### config.mk
export PLATFORM = sky130hd
export DESIGN_NAME = phy_port_status_adv_regs
export DESIGN_NICKNAME = d
export VERILOG_FILES = /design/src/hw/phy_port_regs_pkg.sv /design/src/hw/bit_sync2.sv /design/src/hw/phy_port_status_adv_regs.sv
export SDC_FILE = /design/constraint.sdc
export NUM_CORES = 1
export LEC_CHECK = 0
export BUFFER_PORTS_ARGS = -buffer_cell sky130_fd_sc_hd__buf_2
export CAP_MARGIN = 20
export CORE_MARGIN = 2
export CORE_UTILIZATION = 42
export DETAILED_ROUTE_END_ITERATION = 6
export GPL_TIMING_DRIVEN = 0
export PLACE_DENSITY_LB_ADDON = 0.15
export SYNTH_ARGS = -nofsm -noshare
export SYNTH_HDL_FRONTEND = slang
export SYNTH_SLANG_ARGS = --single-unit
### constraint.sdc
create_clock -name clk_i -period 1.21 [get_ports clk_i]
set_input_delay 0.242 -clock clk_i [delete_from_list [all_inputs] [get_ports clk_i]]
set_output_delay 0.242 -clock clk_i [all_outputs]
set_load 0.05 [all_outputs]
### src/hw/phy_port_regs_pkg.sv
package phy_port_regs_pkg;

    // register byte offsets, one 16-bit word each
    localparam logic [11:0] ADDR_BASIC_STATUS = 12'h004e;
    localparam logic [11:0] ADDR_ID_LOW       = 12'h0050;
    localparam logic [11:0] ADDR_ID_HIGH      = 12'h0052;
    localparam logic [11:0] ADDR_ADVERTISE    = 12'h0054;
    localparam logic [11:0] ADDR_PARTNER      = 12'h0056;
    localparam logic [11:0] ADDR_SPECIAL      = 12'h0066;

    // identification words, values are arbitrary
    localparam logic [15:0] ID_LOW_DEFAULT    = 16'h5a5a;
    localparam logic [15:0] ID_HIGH_DEFAULT   = 16'ha5a5;

    // basic status: bits 14..11 and 3 fixed at one, bits 5, 4 and 2 live, the rest fixed at zero
    localparam logic [15:0] BASIC_FIXED       = 16'h7808;
    localparam logic [15:0] BASIC_FIXED_MASK  = 16'hffcb;
    localparam int          BSR_AN_DONE_BIT   = 5;
    localparam int          BSR_FAR_FAULT_BIT = 4;
    localparam int          BSR_LINK_BIT      = 2;

    // advertisement and partner ability fields
    localparam logic [15:0] SELECTOR_8023     = 16'h0001;
    localparam logic [15:0] ABILITY_MASK      = 16'h05e0;
    localparam int          ANA_PAUSE_BIT     = 10;
    localparam int          ANA_100FD_BIT     = 8;
    localparam int          ANA_100HD_BIT     = 7;
    localparam int          ANA_10FD_BIT      = 6;
    localparam int          ANA_10HD_BIT      = 5;

    // special control and status fields
    localparam logic [15:0] SPECIAL_MASK      = 16'h003e;
    localparam int          SPC_POL_REV_BIT   = 5;
    localparam int          SPC_MDIX_BIT      = 4;
    localparam int          SPC_FORCE_BIT     = 3;
    localparam int          SPC_EEE_OFF_BIT   = 2;
    localparam int          SPC_LOOP_BIT      = 1;

    // aliased fields as seen from the two other registers
    localparam int          CR4_PAUSE_BIT     = 4;
    localparam int          CR4_100FD_BIT     = 3;
    localparam int          CR4_100HD_BIT     = 2;
    localparam int          CR4_10FD_BIT      = 1;
    localparam int          CR4_10HD_BIT      = 0;
    localparam int          DIAG_FORCE_BIT    = 11;
    localparam int          DIAG_LOOP_BIT     = 9;

    localparam int          STATUS_W          = 10;

    typedef struct packed {
        logic an_done;
        logic far_fault;
        logic link_up;
        logic pol_rev;
        logic mdix;
        logic lp_pause;
        logic lp_100fd;
        logic lp_100hd;
        logic lp_10fd;
        logic lp_10hd;
    } status_in_t;

    typedef struct packed {
        logic adv_pause;
        logic adv_100fd;
        logic adv_100hd;
        logic adv_10fd;
        logic adv_10hd;
        logic force_link;
        logic eee10_disable;
        logic remote_loop;
    } ctrl_out_t;

    localparam ctrl_out_t CTRL_RESET = '{
        adv_pause:     1'b1,
        adv_100fd:     1'b1,
        adv_100hd:     1'b1,
        adv_10fd:      1'b1,
        adv_10hd:      1'b1,
        force_link:    1'b0,
        eee10_disable: 1'b1,
        remote_loop:   1'b0
    };

endpackage

### src/hw/bit_sync2.sv
`timescale 1ns/1ps
`default_nettype none

module bit_sync2 #(
    parameter int WIDTH = 1
) (
    input  wire logic             clk_i,
    input  wire logic             resetn_i,
    input  wire logic [WIDTH-1:0] d_i,
    output var  logic [WIDTH-1:0] q_o
);

    logic [WIDTH-1:0] meta_reg;
    logic [WIDTH-1:0] q_reg;

    always_ff @(posedge clk_i or negedge resetn_i) begin
        if (!resetn_i) begin
            meta_reg <= '0;
            q_reg    <= '0;
        end else begin
            meta_reg <= d_i;
            q_reg    <= meta_reg;
        end
    end

    assign q_o = q_reg;

endmodule

`default_nettype wire

### src/hw/phy_port_status_adv_regs.sv
`timescale 1ns/1ps
`default_nettype none

module phy_port_status_adv_regs
    import phy_port_regs_pkg::*;
#(
    parameter logic [15:0] ID_LOW  = ID_LOW_DEFAULT,
    parameter logic [15:0] ID_HIGH = ID_HIGH_DEFAULT
) (
    input  wire logic        clk_i,
    input  wire logic        resetn_i,
    input  wire logic        req_i,
    input  wire logic        wr_i,
    input  wire logic [11:0] addr_i,
    input  wire logic [1:0]  be_i,
    input  wire logic [15:0] wdata_i,
    output var  logic        ack_o,
    output var  logic [15:0] rdata_o,
    input  wire logic        cr4_we_i,
    input  wire logic [1:0]  cr4_be_i,
    input  wire logic [15:0] cr4_wdata_i,
    input  wire logic        diag_we_i,
    input  wire logic [1:0]  diag_be_i,
    input  wire logic [15:0] diag_wdata_i,
    input  wire status_in_t  phy_status_i,
    output var  ctrl_out_t   ctrl_o
);

    function automatic logic [15:0] place_bit(input logic b, input int pos);
        logic [15:0] w;
        w = '0;
        w[pos] = b;
        return w;
    endfunction

    function automatic logic hit(input logic [11:0] a, input logic [11:0] reg_addr);
        return a[11:1] == reg_addr[11:1];
    endfunction

    // pick the written bit when its byte lane is enabled
    function automatic logic lane_bit(input logic [1:0] be, input logic [15:0] d, input int pos,
                                      input logic keep);
        logic en;
        en = (pos >= 8) ? be[1] : be[0];
        return en ? d[pos] : keep;
    endfunction

    logic [STATUS_W-1:0] status_sync;
    status_in_t          stat;
    ctrl_out_t           ctrl_reg;
    ctrl_out_t           ctrl_next;
    logic                ack_reg;
    logic [15:0]         rdata_reg;

    bit_sync2 #(
        .WIDTH (STATUS_W)
    ) u_status_sync (
        .clk_i    (clk_i),
        .resetn_i (resetn_i),
        .d_i      (phy_status_i),
        .q_o      (status_sync)
    );

    assign stat = status_in_t'(status_sync);

    // address decode
    wire hit_basic   = hit(addr_i, ADDR_BASIC_STATUS);
    wire hit_id_low  = hit(addr_i, ADDR_ID_LOW);
    wire hit_id_high = hit(addr_i, ADDR_ID_HIGH);
    wire hit_adv     = hit(addr_i, ADDR_ADVERTISE);
    wire hit_partner = hit(addr_i, ADDR_PARTNER);
    wire hit_special = hit(addr_i, ADDR_SPECIAL);
    wire rd_en       = req_i && !wr_i;
    wire wr_adv      = req_i && wr_i && hit_adv;
    wire wr_special  = req_i && wr_i && hit_special;

    // read words
    wire [15:0] basic_word = BASIC_FIXED
                           | place_bit(stat.an_done, BSR_AN_DONE_BIT)
                           | place_bit(stat.far_fault, BSR_FAR_FAULT_BIT)
                           | place_bit(stat.link_up, BSR_LINK_BIT);

    wire [15:0] adv_word = SELECTOR_8023
                         | place_bit(ctrl_reg.adv_pause, ANA_PAUSE_BIT)
                         | place_bit(ctrl_reg.adv_100fd, ANA_100FD_BIT)
                         | place_bit(ctrl_reg.adv_100hd, ANA_100HD_BIT)
                         | place_bit(ctrl_reg.adv_10fd, ANA_10FD_BIT)
                         | place_bit(ctrl_reg.adv_10hd, ANA_10HD_BIT);

    wire [15:0] partner_word = SELECTOR_8023
                             | place_bit(stat.lp_pause, ANA_PAUSE_BIT)
                             | place_bit(stat.lp_100fd, ANA_100FD_BIT)
                             | place_bit(stat.lp_100hd, ANA_100HD_BIT)
                             | place_bit(stat.lp_10fd, ANA_10FD_BIT)
                             | place_bit(stat.lp_10hd, ANA_10HD_BIT);

    wire [15:0] special_word = place_bit(stat.pol_rev, SPC_POL_REV_BIT)
                             | place_bit(stat.mdix, SPC_MDIX_BIT)
                             | place_bit(ctrl_reg.force_link, SPC_FORCE_BIT)
                             | place_bit(ctrl_reg.eee10_disable, SPC_EEE_OFF_BIT)
                             | place_bit(ctrl_reg.remote_loop, SPC_LOOP_BIT);

    // unmapped words fall through to zero
    wire [15:0] read_word = hit_basic   ? basic_word   :
                            hit_id_low  ? ID_LOW       :
                            hit_id_high ? ID_HIGH      :
                            hit_adv     ? adv_word     :
                            hit_partner ? partner_word :
                            hit_special ? special_word :
                            16'h0000;

    // shared storage: aliasing register's write first, then the host port, which wins
    always_comb begin
        ctrl_next = ctrl_reg;
        if (cr4_we_i) begin
            ctrl_next.adv_pause = lane_bit(cr4_be_i, cr4_wdata_i, CR4_PAUSE_BIT, ctrl_reg.adv_pause);
            ctrl_next.adv_100fd = lane_bit(cr4_be_i, cr4_wdata_i, CR4_100FD_BIT, ctrl_reg.adv_100fd);
            ctrl_next.adv_100hd = lane_bit(cr4_be_i, cr4_wdata_i, CR4_100HD_BIT, ctrl_reg.adv_100hd);
            ctrl_next.adv_10fd  = lane_bit(cr4_be_i, cr4_wdata_i, CR4_10FD_BIT, ctrl_reg.adv_10fd);
            ctrl_next.adv_10hd  = lane_bit(cr4_be_i, cr4_wdata_i, CR4_10HD_BIT, ctrl_reg.adv_10hd);
        end
        if (diag_we_i) begin
            ctrl_next.force_link  = lane_bit(diag_be_i, diag_wdata_i, DIAG_FORCE_BIT,
                                             ctrl_reg.force_link);
            ctrl_next.remote_loop = lane_bit(diag_be_i, diag_wdata_i, DIAG_LOOP_BIT,
                                             ctrl_reg.remote_loop);
        end
        if (wr_adv) begin
            ctrl_next.adv_pause = lane_bit(be_i, wdata_i, ANA_PAUSE_BIT, ctrl_next.adv_pause);
            ctrl_next.adv_100fd = lane_bit(be_i, wdata_i, ANA_100FD_BIT, ctrl_next.adv_100fd);
            ctrl_next.adv_100hd = lane_bit(be_i, wdata_i, ANA_100HD_BIT, ctrl_next.adv_100hd);
            ctrl_next.adv_10fd  = lane_bit(be_i, wdata_i, ANA_10FD_BIT, ctrl_next.adv_10fd);
            ctrl_next.adv_10hd  = lane_bit(be_i, wdata_i, ANA_10HD_BIT, ctrl_next.adv_10hd);
        end
        if (wr_special) begin
            ctrl_next.force_link    = lane_bit(be_i, wdata_i, SPC_FORCE_BIT,
                                               ctrl_next.force_link);
            ctrl_next.eee10_disable = lane_bit(be_i, wdata_i, SPC_EEE_OFF_BIT,
                                               ctrl_next.eee10_disable);
            ctrl_next.remote_loop   = lane_bit(be_i, wdata_i, SPC_LOOP_BIT,
                                               ctrl_next.remote_loop);
        end
    end

    always_ff @(posedge clk_i or negedge resetn_i) begin
        if (!resetn_i) begin
            ctrl_reg  <= CTRL_RESET;
            ack_reg   <= 1'b0;
            rdata_reg <= 16'h0000;
        end else begin
            ctrl_reg  <= ctrl_next;
            ack_reg   <= req_i;
            rdata_reg <= rd_en ? read_word : 16'h0000;
        end
    end

    assign ack_o   = ack_reg;
    assign rdata_o = rdata_reg;
    assign ctrl_o  = ctrl_reg;

    wire rd_basic   = rd_en && hit_basic;
    wire rd_adv     = rd_en && hit_adv;
    wire rd_partner = rd_en && hit_partner;
    wire rd_special = rd_en && hit_special;
    wire rd_resv    = rd_en && !(hit_basic || hit_id_low || hit_id_high || hit_adv
                                 || hit_partner || hit_special);
endmodule

`default_nettype wire

==> impl_metrics.json <==
{
  "p_per_area_nw_per_um2": 1300,
  "dpl_cell_area_um2": 2150,
  "finalPower_mw": 3.29,
  "grt_overflow": 0,
  "peakVddDrop_v": 0.000884,
  "critPathKind": "in -> reg",
  "cts_buffers": 5,
  "area_delta_synth_final_pct": 48.0,
  "drcViolationCount": 0,
  "worst-r2r-cell-count": 5,
  "hold_path_class": "in -> reg",
  "crit_path_start": "addr_i[11]",
  "setup_ws_ns": -0.258,
  "r2r-end": "rdata_o[5]",
  "finalCritPeriodShare": 1.21,
  "vias_per_cell": 4.93,
  "maxSlewHeadroom": 0.393,
  "setup_tns_ns": -3.17,
  "max_freq_mhz": 681,
  "clock_latency_ns": 0.29,
  "netlist_area_um2": 1710,
  "wire_per_inst_um": 14.4,
  "fp.dieW_um": 67.9,
  "status": "complete, but fails checks",
  "min-delay-start": "phy_status_i[0]",
  "track_usage": 0.178,
  "start_kind": "input port",
  "dr.pass1.iters": 4,
  "post-place-ws_ns": -0.621,
  "root_buffer": "clkbuf_8",
  "dp.final_hpwl_um": 2800,
  "final.min_clock_period_ns": 1.47,
  "drtIter0Drc": 55,
  "hold_depth": 1,
  "endpoint_kind": "register",
  "failed_checks": "setup timing",
  "synth_cells": 133,
  "grt_pass1_vias": 1328,
  "synthArstFlopShare": 1.00,
  "max-cap-violations": 0,
  "crit-reg2reg-launch": "ctrl_o[3]",
  "syn_area_per_cell_um2": 12.9,
  "setup_viol_count_final": 28,
  "ant_nets": 0,
  "drv_slew": 0,
  "coreArea_um2": 3970,
  "fill_cells": 331,
  "rsz0062_at_grt": "yes",
  "worstPathRequired_ns": 1.42,
  "stdcell_count": 271,
  "synth-edff-count": 0,
  "largest_reg_flops": 14,
  "timing.hold.ws_ns": 0.0525,
  "p_leak_nw": 1.21,
  "post-route-util": 0.638,
  "grt_pass1_wl_um": 5930,
  "clock_sinks": 43,
  "grt_max_degree": 44,
  "synth_ff_type": "dfrtp_1",
  "initial_core_util": 0.431,
  "fin_skew_ns": 0.00793,
  "vias": 1337,
  "yosysWarningCount": 0,
  "die_height_um": 67.9,
  "place_congestion": 0.739,
  "hold_viol_final": 0,
  "critical_path_arrival_ns": 1.68,
  "drt-total-wl_um": 3910,
  "io_buffers": 70,
  "ys_types": 36,
  "insertedDiodeCount": 0,
  "crit_fanout": 5,
  "dp_cells": 253,
  "cts_tree": "done",
  "htreeDepth": 2,
  "placementRows": 23,
  "design_area_um2": 2530,
  "clk_path_buf_depth": 2,
  "final_layout_size_suffix_gt1_frac": 0.620,
  "yosys-top-cells-area": "dfrtp_1 (54%), dfstp_2 (9.2%), mux2_2 (6.6%)",
  "ys_seq_area_frac": 0.633,
  "hold_path_end": "u_status_sync.meta_reg[0]",
  "ys_seq_elements": 43,
  "r2r_slack_ns": 0.06,
  "pin_count": 107,
  "netlist.top_cell.by_area": "dfrtp_1",
  "clkTransAtPathRegs_ns": 0.07,
  "hold_buffers": 0,
  "syn_nets": 215,
  "die_area_um2": 4600,
  "antenna_found_initial": 0,
  "synth_top_cell_area_share": 0.541,
  "worst_pin_slew_ns": 0.911,
  "nets": 302
}
-- worst max path at each step --
stage | to | slack, ns | depth (start not counted)
CTS | ctrl_o[6] | -0.27 | 5
finish | rdata_o[5] | -0.26 | 5
global route | rdata_o[5] | -0.28 | 5
floorplan | ctrl_o[1] | -0.42 | 4
global placement | ctrl_o[6] | -0.62 | 5
detailed placement | ctrl_o[1] | -0.62 | 5
-- routing by layer --
metal  GRT usage  share of wire  vias to the layer above
met5           0              0                        -
met4      0.0675          0.016                        0
met3      0.0609          0.062                        8
met2       0.314           0.54                       40
met1       0.197           0.38                      656
li1            -              -                      633
-- power by group --
group,total [mW],switching [mW],internal [mW]
combinational,0.596,0.313,0.283
clock,1.13,0.462,0.667
sequential,1.57,0.0409,1.53
total,3.29,0.817,2.48
-- timing repair --
item | CTS | global route
gates resized for setup | 42 | 10
setup buffers | 10 | 2
endpoints found under the setup margin | 31 | 31
pin swaps | 7 | 10
-- cells in the final DEF (no fill, tap or decap), types with 2 or more instances in the layout --
cell,count
a21oi_2,4
dfrtp_1,37
buf_8,9
nand2_1,8
mux2i_1,2
a21oi_1,5
clkbuf_1,2
buf_4,12
nand3b_1,6
nor2b_1,2
o2bb2ai_2,2
dfstp_2,6
or4b_4,2
nor2_2,2
nor2_1,9
mux2_4,3
buf_2,58
nor3_1,4
clkbuf_8,6
buf_6,6
mux2_2,8
nand3_2,3
-- area by class of cell --
type / instances / area (µm²) / share of cell area
plain buffers: 5 / 37.5 / 0.0148
clock buffers: 6 / 82.6 / 0.0326
clock inverters: 2 / 35.0 / 0.0138
inverters: 1 / 3.75 / 0.00148
multi-input cells: 82 / 677 / 0.267
flip-flops and latches: 43 / 1080 / 0.427
well taps: 50 / 62.6 / 0.0247
repair buffers: 82 / 553 / 0.218
-- cells in the mapped netlist (all sizes together) (2+ instances only) --
master and number:
o2bb2ai 2, nor3 5, or4b 2, nand2 10
nor4 2, mux2 11, dfstp 6, buf 5
dfrtp 37, clkbuf 2, and3 3, a21oi 9
nor2b 2, nand3 3, nand3b 6, nor2 12
o21ai 2, mux2i 2
-- cell families after synthesis --
logic type / share of synthesized area
compound gates: 0.0577
buf+inv: 0.0285
simple gates: 0.195
mux: 0.0862
flops: 0.633
-- critical path, stage by stage --
cell	delay, ns
buf_6	0.09
or4b_4	0.59
or4_4	0.50
nor2_4	0.15
o2bb2ai_2	0.12
No activity file was read; power rests on OpenSTA's default activity.
